## src/verilog/gwa_pkg.sv

```systemverilog
// gwa_pkg: constants, register map and types of the gateway address and status block
package gwa_pkg;

    ////////////////////////////////////////////////////////////////////////////
    // clock and time base
    localparam int CLK_HZ          = 100_000_000;
    localparam int CLK_PERIOD_NS   = 10;
    localparam int TICK_PERIOD_MS  = 125;
    localparam int TICK_CYC        = (TICK_PERIOD_MS * 1_000_000) / CLK_PERIOD_NS;
    localparam int FLASH_MS        = 125;
    localparam int FLASH_TICKS     = FLASH_MS / TICK_PERIOD_MS;
    localparam int BRIGHT_MS       = 500;
    localparam int BRIGHT_TICKS    = BRIGHT_MS / TICK_PERIOD_MS;
    localparam int UP_LOSS_MS      = 10_000;
    localparam int UP_LOSS_TICKS   = UP_LOSS_MS / TICK_PERIOD_MS;
    localparam int MON_LOSS_MS     = 30_000;
    localparam int MON_LOSS_TICKS  = MON_LOSS_MS / TICK_PERIOD_MS;

    ////////////////////////////////////////////////////////////////////////////
    // slots and switches (switch n sits at bit n-1)
    localparam int SLOTS           = 3;
    localparam int MAX_BASE        = 14;
    localparam int SW_BASE_LSB     = 0;
    localparam int SW_BASE_W       = 4;
    localparam int SW_FB_RSVD      = 4;
    localparam int SW_BAUD_LSB     = 5;
    localparam int SW_BAUD_W       = 2;
    localparam int SW_MODE         = 7;

    ////////////////////////////////////////////////////////////////////////////
    // baud rates
    localparam int FB_BAUD_DEF     = 19200;
    localparam logic [15:0] FB_DIV_RST = 16'(CLK_HZ / FB_BAUD_DEF);
    localparam int UP_BAUD_0       = 9600;
    localparam int UP_BAUD_1       = 19200;
    localparam int UP_BAUD_2       = 38400;
    localparam int UP_BAUD_3       = 4800;

    ////////////////////////////////////////////////////////////////////////////
    // register map, byte addresses
    localparam logic [4:0] REG_CTRL     = 5'h00;
    localparam logic [4:0] REG_FB_BAUD  = 5'h04;
    localparam logic [4:0] REG_STATUS   = 5'h08;
    localparam logic [4:0] REG_IRQ_STAT = 5'h0c;
    localparam logic [4:0] REG_IRQ_MASK = 5'h10;
    localparam int CTRL_EN_LSB     = 0;
    localparam int CTRL_CFG        = 3;
    localparam int ST_BASE_LSB     = 0;
    localparam int ST_MODE         = 4;
    localparam int ST_BAUD_LSB     = 5;
    localparam int ST_BASE_BAD     = 7;
    localparam int ST_ONLINE_LSB   = 8;
    localparam int ST_UP_LOST      = 11;
    localparam int ST_HW           = 12;
    localparam int ST_SW5_ON       = 13;
    localparam int ST_ALARM_LSB    = 16;
    localparam int IRQ_W           = 4;
    localparam int IRQ_UP_LOST     = 0;
    localparam int IRQ_MON_OFF     = 1;
    localparam int IRQ_FB_RX       = 2;
    localparam int IRQ_HW          = 3;

    typedef enum logic [2:0] {ALM_NONE, ALM_OFFLINE, ALM_UP_LOST, ALM_UNCFG, ALM_HW} gwa_alarm_t;

    function automatic logic [15:0] gwa_up_div(input logic [1:0] sel);
        unique case (sel)
            2'h0: gwa_up_div = 16'(CLK_HZ / UP_BAUD_0);
            2'h1: gwa_up_div = 16'(CLK_HZ / UP_BAUD_1);
            2'h2: gwa_up_div = 16'(CLK_HZ / UP_BAUD_2);
            2'h3: gwa_up_div = 16'(CLK_HZ / UP_BAUD_3);
        endcase
    endfunction

endpackage

```

## src/verilog/gwa_gateway.sv

```systemverilog
// gwa_gateway: board-address emulation, status LEDs and register slave of the gateway
//
// Chosen here: the address map and the Avalon-MM slave port.
`timescale 1ns/1ps
module gwa_gateway
    import gwa_pkg::*;
#(
    parameter int TICK_CYCLES = gwa_pkg::TICK_CYC
) (
    // clock and reset
    input  wire logic        clk_i,
    input  wire logic        rst_n_i,
    // avalon-mm slave
    input  wire logic [4:0]  avs_address_i,
    input  wire logic        avs_read_i,
    input  wire logic        avs_write_i,
    input  wire logic [31:0] avs_writedata_i,
    output logic [31:0]      avs_readdata_o,
    output logic             avs_waitrequest_o,
    output logic             irq_o,
    // configuration switches and hardware check
    input  wire logic [7:0]  sw_i,
    input  wire logic        rom_fault_i,
    // upstream protocol side
    input  wire logic        up_traffic_i,
    input  wire logic        up_poll_valid_i,
    input  wire logic [4:0]  up_poll_addr_i,
    output logic             up_hit_o,
    output logic [1:0]       up_slot_o,
    output logic             analog_mode_o,
    output logic [15:0]      up_baud_div_o,
    // field-bus side
    input  wire logic        fb_tx_i,
    input  wire logic        fb_rx_valid_i,
    input  wire logic [7:0]  fb_rx_node_i,
    output logic             fb_rx_accept_o,
    output logic [1:0]       fb_rx_slot_o,
    output logic [15:0]      fb_baud_div_o,
    // indicators
    output logic             led_status_o,
    output logic             led_alarm_o,
    output logic             led_up_o,
    output logic             led_fb_o,
    output logic             led_fb_bright_o
);
    import gwa_pkg::*;

    typedef struct packed {
        logic [7:0]             sw1;
        logic [7:0]             sw2;
        logic [23:0]            tick_cnt;
        logic                   tick;
        logic [2:0]             phase;
        logic [SLOTS-1:0]       slot_en;
        logic                   cfg;
        logic [15:0]            fb_div;
        logic [IRQ_W-1:0]       irq_stat;
        logic [IRQ_W-1:0]       irq_mask;
        logic                   ack;
        logic [31:0]            rdata;
        logic [7:0]             up_cnt;
        logic                   up_lost;
        logic [SLOTS-1:0][7:0]  mon_cnt;
        logic [SLOTS-1:0]       online;
        logic                   hw_prev;
        logic                   hit;
        logic [1:0]             slot;
        logic                   acc;
        logic [1:0]             acc_slot;
        logic                   mode;
        logic [15:0]            up_div;
        gwa_alarm_t             alarm;
        logic                   led_stat;
        logic                   led_alarm;
        logic                   led_up;
        logic                   led_fb;
        logic                   led_br;
    } gwa_state_t;

    localparam gwa_state_t ST_RST = '{fb_div: FB_DIV_RST, alarm: ALM_NONE, default: '0};

    gwa_state_t       q;
    gwa_state_t       d;
    logic             map_hit;
    logic [1:0]       map_slot;
    logic             node_ok;
    logic             req;
    logic             up_str;
    logic             tx_str;
    logic             br_str;
    logic [IRQ_W-1:0] irq_set;
    logic [3:0]       base;

    ////////////////////////////////////////////////////////////////////////////
    // helpers
    gwa_slot_map #(.SLOTS(SLOTS)) u_map (
        .base_i    (base),
        .slot_en_i (q.slot_en),
        .addr_i    (up_poll_addr_i),
        .hit_o     (map_hit),
        .slot_o    (map_slot)
    );

    gwa_stretch #(.LEN(FLASH_TICKS)) u_up_flash (
        .clk_i    (clk_i),
        .rst_n_i  (rst_n_i),
        .tick_i   (q.tick),
        .trig_i   (up_traffic_i),
        .active_o (up_str)
    );

    gwa_stretch #(.LEN(FLASH_TICKS)) u_fb_flash (
        .clk_i    (clk_i),
        .rst_n_i  (rst_n_i),
        .tick_i   (q.tick),
        .trig_i   (fb_tx_i),
        .active_o (tx_str)
    );

    gwa_stretch #(.LEN(BRIGHT_TICKS)) u_fb_bright (
        .clk_i    (clk_i),
        .rst_n_i  (rst_n_i),
        .tick_i   (q.tick),
        .trig_i   (node_ok),
        .active_o (br_str)
    );

    function automatic logic [31:0] status_word(input gwa_state_t s);
        status_word = '0;
        status_word[ST_BASE_LSB +: SW_BASE_W] = s.sw2[SW_BASE_LSB +: SW_BASE_W];
        status_word[ST_MODE] = s.mode;
        status_word[ST_BAUD_LSB +: SW_BAUD_W] = s.sw2[SW_BAUD_LSB +: SW_BAUD_W];
        status_word[ST_BASE_BAD] = (s.sw2[SW_BASE_LSB +: SW_BASE_W] > 4'(MAX_BASE));
        status_word[ST_ONLINE_LSB +: SLOTS] = s.online;
        status_word[ST_UP_LOST] = s.up_lost;
        status_word[ST_HW] = s.hw_prev;
        status_word[ST_SW5_ON] = s.sw2[SW_FB_RSVD];
        status_word[ST_ALARM_LSB +: 3] = s.alarm;
    endfunction

    ////////////////////////////////////////////////////////////////////////////
    // next state
    assign base    = q.sw2[SW_BASE_LSB +: SW_BASE_W];
    assign req     = avs_read_i | avs_write_i;
    assign node_ok = fb_rx_valid_i && fb_rx_node_i >= 8'h01 && fb_rx_node_i <= 8'(SLOTS);

    always_comb begin
        d = q;
        // switches are pins: two flops before use
        d.sw1  = sw_i;
        d.sw2  = q.sw1;
        d.tick = 1'b0;
        if (q.tick_cnt == 24'(TICK_CYCLES - 1)) begin
            d.tick_cnt = '0;
            d.tick     = 1'b1;
        end else begin
            d.tick_cnt = q.tick_cnt + 24'h000001;
        end
        if (q.tick) begin
            d.phase = q.phase + 3'h1;
        end
        d.mode   = q.sw2[SW_MODE];
        d.up_div = gwa_up_div(q.sw2[SW_BAUD_LSB +: SW_BAUD_W]);
        // same decode in both modes; only the personality output differs
        d.hit  = up_poll_valid_i & map_hit;
        d.slot = map_slot;
        // upstream loss watchdog
        if (up_traffic_i) begin
            d.up_cnt  = '0;
            d.up_lost = 1'b0;
        end else if (q.tick && !q.up_lost) begin
            if (q.up_cnt == 8'(UP_LOSS_TICKS - 1)) begin
                d.up_lost = 1'b1;
            end else begin
                d.up_cnt = q.up_cnt + 8'h01;
            end
        end
        // field-bus receive and per-slot offline watchdog
        d.acc      = node_ok;
        d.acc_slot = 2'(fb_rx_node_i - 8'h01);
        for (int i = 0; i < SLOTS; i++) begin
            if (node_ok && d.acc_slot == 2'(i)) begin
                d.mon_cnt[i] = '0;
                d.online[i]  = 1'b1;
            end else if (q.tick && q.online[i]) begin
                if (q.mon_cnt[i] == 8'(MON_LOSS_TICKS - 1)) begin
                    d.online[i] = 1'b0;
                end else begin
                    d.mon_cnt[i] = q.mon_cnt[i] + 8'h01;
                end
            end
        end
        d.hw_prev = rom_fault_i;
        // alarm by severity
        if (rom_fault_i) begin
            d.alarm = ALM_HW;
        end else if (!q.cfg || q.slot_en == '0) begin
            d.alarm = ALM_UNCFG;
        end else if (q.up_lost) begin
            d.alarm = ALM_UP_LOST;
        end else if ((q.slot_en & ~q.online) != '0) begin
            d.alarm = ALM_OFFLINE;
        end else begin
            d.alarm = ALM_NONE;
        end
        unique case (q.alarm)
            ALM_NONE:    d.led_alarm = 1'b0;
            ALM_OFFLINE: d.led_alarm = 1'b1;
            ALM_UP_LOST: d.led_alarm = q.phase[2];
            ALM_UNCFG:   d.led_alarm = q.phase[1];
            ALM_HW:      d.led_alarm = q.phase[0];
        endcase
        d.led_stat = q.phase[2];
        d.led_up   = up_str;
        d.led_fb   = tx_str | br_str;
        d.led_br   = br_str;
        // sticky events; set wins, and only bits already reported are cleared
        irq_set              = '0;
        irq_set[IRQ_UP_LOST] = d.up_lost & ~q.up_lost;
        irq_set[IRQ_MON_OFF] = |(q.online & ~d.online & q.slot_en);
        irq_set[IRQ_FB_RX]   = node_ok;
        irq_set[IRQ_HW]      = rom_fault_i & ~q.hw_prev;
        // bus: first cycle latches, second cycle completes
        d.ack = req & ~q.ack;
        if (req && !q.ack) begin
            unique case (avs_address_i)
                REG_CTRL:     d.rdata = 32'({q.cfg, q.slot_en});
                REG_FB_BAUD:  d.rdata = 32'(q.fb_div);
                REG_STATUS:   d.rdata = status_word(q);
                REG_IRQ_STAT: d.rdata = 32'(q.irq_stat);
                REG_IRQ_MASK: d.rdata = 32'(q.irq_mask);
                default:      d.rdata = '0;
            endcase
        end
        if (req && q.ack && avs_read_i && avs_address_i == REG_IRQ_STAT) begin
            d.irq_stat = q.irq_stat & ~q.rdata[IRQ_W-1:0];
        end
        if (req && q.ack && avs_write_i) begin
            unique case (avs_address_i)
                REG_CTRL: begin
                    d.slot_en = avs_writedata_i[CTRL_EN_LSB +: SLOTS];
                    d.cfg     = avs_writedata_i[CTRL_CFG];
                end
                REG_FB_BAUD:  d.fb_div   = avs_writedata_i[15:0];
                REG_IRQ_MASK: d.irq_mask = avs_writedata_i[IRQ_W-1:0];
                default: ;
            endcase
        end
        d.irq_stat = d.irq_stat | irq_set;
    end

    always_ff @(posedge clk_i) begin
        if (!rst_n_i) begin
            q <= ST_RST;
        end else begin
            q <= d;
        end
    end

    ////////////////////////////////////////////////////////////////////////////
    // outputs
    assign avs_waitrequest_o = req & ~q.ack;
    assign avs_readdata_o    = q.rdata;
    assign irq_o             = |(q.irq_stat & q.irq_mask);
    assign up_hit_o          = q.hit;
    assign up_slot_o         = q.slot;
    assign analog_mode_o     = q.mode;
    assign up_baud_div_o     = q.up_div;
    assign fb_rx_accept_o    = q.acc;
    assign fb_rx_slot_o      = q.acc_slot;
    assign fb_baud_div_o     = q.fb_div;
    assign led_status_o      = q.led_stat;
    assign led_alarm_o       = q.led_alarm;
    assign led_up_o          = q.led_up;
    assign led_fb_o          = q.led_fb;
    assign led_fb_bright_o   = q.led_br;
endmodule // gwa_gateway

```

## src/verilog/gwa_slot_map.sv

```systemverilog
// gwa_slot_map: maps an upstream board number onto one of the emulated slots
`timescale 1ns/1ps
module gwa_slot_map #(
    parameter int SLOTS = 3
) (
    // configuration
    input  wire logic [3:0]       base_i,
    input  wire logic [SLOTS-1:0] slot_en_i,
    // polled board number
    input  wire logic [4:0]       addr_i,
    // decode
    output logic                  hit_o,
    output logic [1:0]            slot_o
);
    logic [4:0] off;

    always_comb begin
        off    = addr_i - {1'b0, base_i};
        slot_o = off[1:0];
        hit_o  = 1'b0;
        if (addr_i >= {1'b0, base_i} && off < 5'(SLOTS)) begin
            hit_o = slot_en_i[off[1:0]];
        end
    end
endmodule // gwa_slot_map

```

## src/verilog/gwa_stretch.sv

```systemverilog
// gwa_stretch: holds a one-cycle trigger for a number of time-base ticks
`timescale 1ns/1ps
module gwa_stretch #(
    parameter int LEN = 1
) (
    // clock and reset
    input  wire logic clk_i,
    input  wire logic rst_n_i,
    // time base and trigger
    input  wire logic tick_i,
    input  wire logic trig_i,
    // held output
    output logic      active_o
);
    typedef struct packed {
        logic [7:0] cnt;
    } gwa_str_t;

    gwa_str_t q, d;

    always_comb begin
        d = q;
        if (trig_i) begin
            d.cnt = 8'(LEN);
        end else if (tick_i && q.cnt != 8'h00) begin
            d.cnt = q.cnt - 8'h01;
        end
    end

    always_ff @(posedge clk_i) begin
        if (!rst_n_i) begin
            q <= '0;
        end else begin
            q <= d;
        end
    end

    // first tick may come early, so a hold is LEN-1 to LEN ticks
    assign active_o = (q.cnt != 8'h00);
endmodule // gwa_stretch
```

## config.mk

```make
export PLATFORM = sky130hd
export DESIGN_NAME = gwa_gateway
export DESIGN_NICKNAME = d
export VERILOG_FILES = /design/src/verilog/gwa_pkg.sv /design/src/verilog/gwa_gateway.sv /design/src/verilog/gwa_slot_map.sv /design/src/verilog/gwa_stretch.sv
export SDC_FILE = /design/constraint.sdc
export NUM_CORES = 1
export LEC_CHECK = 0
export ABC_AREA = 1
export BUFFER_PORTS_ARGS = -buffer_cell sky130_fd_sc_hd__buf_2
export CAP_MARGIN = 40
export CORE_ASPECT_RATIO = 0.75
export CORE_UTILIZATION = 57
export CTS_CLUSTER_SIZE = 24
export DETAILED_ROUTE_END_ITERATION = 12
export GPL_TIMING_DRIVEN = 1
export PLACE_DENSITY = 0.84
export RECOVER_POWER = 25
export SLEW_MARGIN = 20
export SYNTH_ARGS = -nofsm -noshare
export SYNTH_HDL_FRONTEND = slang
export SYNTH_SLANG_ARGS = --single-unit
```

## constraint.sdc

```tcl
create_clock -name clk_i -period 1.9 [get_ports clk_i]
set_input_delay 0.38 -clock clk_i [delete_from_list [all_inputs] [get_ports clk_i]]
set_output_delay 0.38 -clock clk_i [all_outputs]
set_load 0.02 [all_outputs]
```

==> qor_table.md <==
| Step | Metric | This run |
|:---|:---|:---|
| outcome | Status | finished clean |
| synth | Mean instance size in the synthesized netlist | 7.24 µm² |
| cts | Library cell used as clock root buffer | sky130_fd_sc_hd__clkbuf_16 |
| grt | Pin count of the biggest net entering global routing | 71 |
| cts | Later-pin clock latency in the skew report | 0.43 ns |
| cells and area | Fraction of layout instances using a drive strength above 1 | 0.133 |
| worst setup path | Arrival time at the worst endpoint | 1.36 ns |
| worst setup path | Critical path fanouts, max | 18 |
| cells and area | Area growth from synthesis to final layout | 10.6% |
| timing | Worst max-slew margin expressed relative to the limit | 0.560 |
| synth | Synth cell types | 40 |
| timing | Setup total negative slack | 0 ns |
| cells and area | Final #Nets | 1,346 |
| cts | Num CTS Buffers | 17 |
| timing | Pins over their slew limit | 0 |
| floorplanning | Effective utilization at floorplan | 0.588 |
| floorplanning | Core outline area | 14,600 µm² |
| grt | GR Util met2 | 0.399 |
| cts | Clk sink count | 176 |
| timing | Tightest Pin Transition | 0.660 ns |
| cts | Number of buffers on the longest clock path | 2 |
| floorplanning | Die Wd | 144 µm |
| drt | Number of design-rule violations left by the first detailed-router iteration | 736 |
| synth | Most common library cells after synthesis | 251 x sky130_fd_sc_hd__nand2_1, 176 x sky130_fd_sc_hd__dfxtp_1, 151 x sky130_fd_sc_hd__inv_1 |
| grt | Wire length of the first global-routing pass | 30.9 mm |
| cells and area | Utilization of the core after routing | 0.650 |
| worst setup path | Setup CP Type | reg -> out |
| worst setup path | CP Data Required Time | 1.52 ns |
| synth | Register bit count reported by yosys | 176 |
| worst hold path | Endpoint of the worst hold-timing path | d[164] |
| cts | Hold buffer count at cts | 0 |
| grt | Met3 usage in global routing | 0.0496 |
| worst setup path | Reg-to-reg critical path endpoint | u_fb_bright.q[1] |
| floorplanning | Row Count | 38 |
| synth | Post-synth top area share | 0.411 |
| timing | Fin crit share | 0.914 |
| drt | Total via count after detailed routing | 7,614 |
| synth | Post-synthesis async set-or-reset flop share | 0 |
| floorplanning | Die footprint | 15,600 µm² |
| place | Placed wire-length estimate after detailed placement | 13.8 mm |
| worst hold path | Worst Hold Launch | sw_i[7] |
| cts | Number of resized instances in the post-cts repair step | 0 |
| synth | Total number of yosys warnings | 0 |
| cts | CTS tree | yes |
| drt | Via/cell ratio | 5.19 |
| synth | Number of enable-type register cells in the synthesized netlist | 0 |
| grt | Busiest grt layer | met2 |
| synth | Cell type contributing the most total cell area after synthesis | sky130_fd_sc_hd__dfxtp_1 |
| cts | # Post-CTS Setup Buffers | 0 |
| grt | Vias in the first global route | 6,655 |
| timing | Achievable frequency | 576 MHz |
| drt | Number of iterations in the first detailed-routing pass | 6 |
| worst hold path | Worst Hold Class | in -> reg |
| power and ir drop | Maximum vdd drop | 0.679 mV |
| cts | Depth of the CTS H-tree | 4 |
| power and ir drop | LEAKAGE | 4.13 nW |
| drt | Residual DRC | 0 |
| grt | Global Route Usage Sum | 0.252 |
| cells and area | Total inserted antenna cells | 0 |
| timing | RSZ-0062 raised after global routing | false |
| floorplanning | Chip Height | 108 µm |
| synth | Most common cell in the synthesized netlist | sky130_fd_sc_hd__nand2_1 |
| synth | Synth Cell Area | 8580 µm² |
| synth | Ys flop type | sky130_fd_sc_hd__dfxtp_1 |
| floorplanning | Ports placed on the boundary | 145 |
| worst setup path | Crit. End Element | primary output |
| timing | Total count of hold-check failures in the final report | 0 |
| timing | Total of endpoints with negative setup slack in the final report | 0 |
| worst setup path | R2R depth | 9 |
| drt | Routed wire length | 19.0 mm |
| drt | Average wire per cell in the routed design | 13.0 µm |
| synth | Post-synthesis cell count | 1,186 |
| grt | Grt met1 use | 0.343 |
| cts | Clock transition at the register clock pins on the worst setup and hold paths after CTS | 0.07 ns |
| synth | Main area contributors after synthesis | sky130_fd_sc_hd__dfxtp_1 41%, sky130_fd_sc_hd__nand2_1 11%, sky130_fd_sc_hd__inv_1 6.6% |
| worst hold path | Number of instances on the worst hold path | 3 |
| place | Count of input and output buffers | 113 |
| timing | Final clock skew | 0.00770 ns |
| job | Max Cap Viol | 0 |
| timing | Shortest clock period the worst path allows after layout | 1.74 ns |
| place | Routability-driven placement congestion ratio | 0.941 |
| synth | Register area share after synthesis | 0.411 |
| power and ir drop | PD cells | 817 nW/µm² |
| worst setup path | Type of origin of the critical path | flip-flop |
| worst setup path | Setup slack, reg-to-reg | 0.21 ns |
| worst setup path | RR Startpoint | u_fb_bright.q[0] |
| grt | Overflow after GRT | 0 |
| grt | Number of antenna violations at the first check in global routing | 0 |
| cells and area | Number of inserted filler cells in the final layout | 1,233 |
| drt | Antenna Nets Post-Route | 0 |
[metal layers]
| layer | wire, µm | vias up |
|---|---|---|
| met1 | 8940 | 3486 |
| li1 | - | 3865 |
| met5 | 0 | - |
| met3 | 1200 | 21 |
| met2 | 8620 | 242 |
| met4 | 241 | 0 |
[where the power goes]
| part | internal (mW) | switching [mW] | leakage (nW) |
|---|---|---|---|
| clock | 2.02 | 1.48 | 0.292 |
| sequential | 3.75 | 0.0292 | 1.43 |
| combinational | 0.154 | 0.330 | 2.41 |
[cells by family after synthesis]
kind of cell	after synthesis	share of synthesized area
AND/OR/NAND/NOR	522	0.265
adder cells (fa/ha/maj)	26	0.0388
buffers and inverters	251	0.144
other	1	0.000437
flip-flops	176	0.411
AO/OA/AOI/OAI	180	0.111
XOR/XNOR	30	0.0306
[worst max-delay path, cell delays in order, from the launching register on]
cell                      delay (ns)
sky130_fd_sc_hd__dfxtp_1        0.32
sky130_fd_sc_hd__nor2_1         0.14
sky130_fd_sc_hd__buf_4          0.25
sky130_fd_sc_hd__buf_2          0.20
[layout by cell type, fill, tap and decap left out, types with 10 or more instances in the layout]
master / n
sky130_fd_sc_hd__nand2_1: 250
sky130_fd_sc_hd__inv_1: 154
sky130_fd_sc_hd__nor3_1: 28
sky130_fd_sc_hd__nand4_1: 33
sky130_fd_sc_hd__nand3_1: 57
sky130_fd_sc_hd__buf_4: 10
sky130_fd_sc_hd__nor2_1: 127
sky130_fd_sc_hd__xor2_1: 19
sky130_fd_sc_hd__ha_1: 25
sky130_fd_sc_hd__clkbuf_16: 17
sky130_fd_sc_hd__buf_2: 108
sky130_fd_sc_hd__a21oi_1: 97
sky130_fd_sc_hd__dfxtp_1: 176
sky130_fd_sc_hd__conb_1: 15
sky130_fd_sc_hd__xnor2_1: 11
sky130_fd_sc_hd__o21ai_0: 55
[metrics by stage]
stage | hold slack [ns] | instances | power (mW) | area [µm²] | worst slack (ns)
floorplan | 0.390 | 1200 | 4.22 | 8630 | 0.392
global placement | 0.393 | 1434 | 4.33 | 8920 | 0.163
detailed placement | 0.399 | 1434 | 4.34 | 8920 | 0.0815
CTS | 0.125 | 1466 | 7.79 | 9510 | 0.181
global route | 0.134 | 1466 | 8.01 | 9490 | 0.0568
finish | 0.127 | 1466 | 7.76 | 9490 | 0.164
[layout make-up]
| type | count | area (µm²) | share of cell area |
|---|---|---|---|
| Multi-Input combinational cell | 773 | 3870 | 0.408 |
| Sequential cell | 176 | 3520 | 0.371 |
| Timing Repair Buffer | 126 | 663 | 0.0698 |
| Inverter | 159 | 597 | 0.0629 |
| Clock buffer | 20 | 457 | 0.0481 |
| Tap cell | 200 | 250 | 0.0264 |
| Clock inverter | 12 | 134 | 0.0141 |
[how the worst max path moves through the flow]
| stage | start | slack [ns] | end | cells after the start |
|---|---|---|---|---|
| floorplan | up_poll_addr_i[0] | 0.39 | up_hit_o | 8 |
| global placement | fb_rx_node_i[0] | 0.16 | q[45] | 9 |
| detailed placement | fb_rx_node_i[1] | 0.08 | q[37] | 8 |
| CTS | u_fb_bright.q[0] | 0.18 | u_fb_bright.q[1] | 9 |
| global route | q[100] | 0.06 | avs_waitrequest_o | 3 |
| finish | q[100] | 0.16 | avs_waitrequest_o | 3 |
[state kept, by name, indices dropped and copies added, names as in the netlist]
| name | count |
|---|---|
| led_fb_o | 1 |
| up_slot_o | 2 |
| fb_baud_div_o | 16 |
| avs_readdata_o | 19 |
| up_baud_div_o | 9 |
| led_alarm_o | 1 |
| fb_rx_slot_o | 2 |
| analog_mode_o | 1 |
| d | 10 |
| u_fb_flash.q | 8 |
| base | 4 |
| led_status_o | 1 |
| led_fb_bright_o | 1 |
| u_fb_bright.q | 8 |
| q | 82 |
| fb_rx_accept_o | 1 |
| led_up_o | 1 |
| u_up_flash.q | 8 |
| up_hit_o | 1 |
No activity file was read; power rests on OpenSTA's default activity.
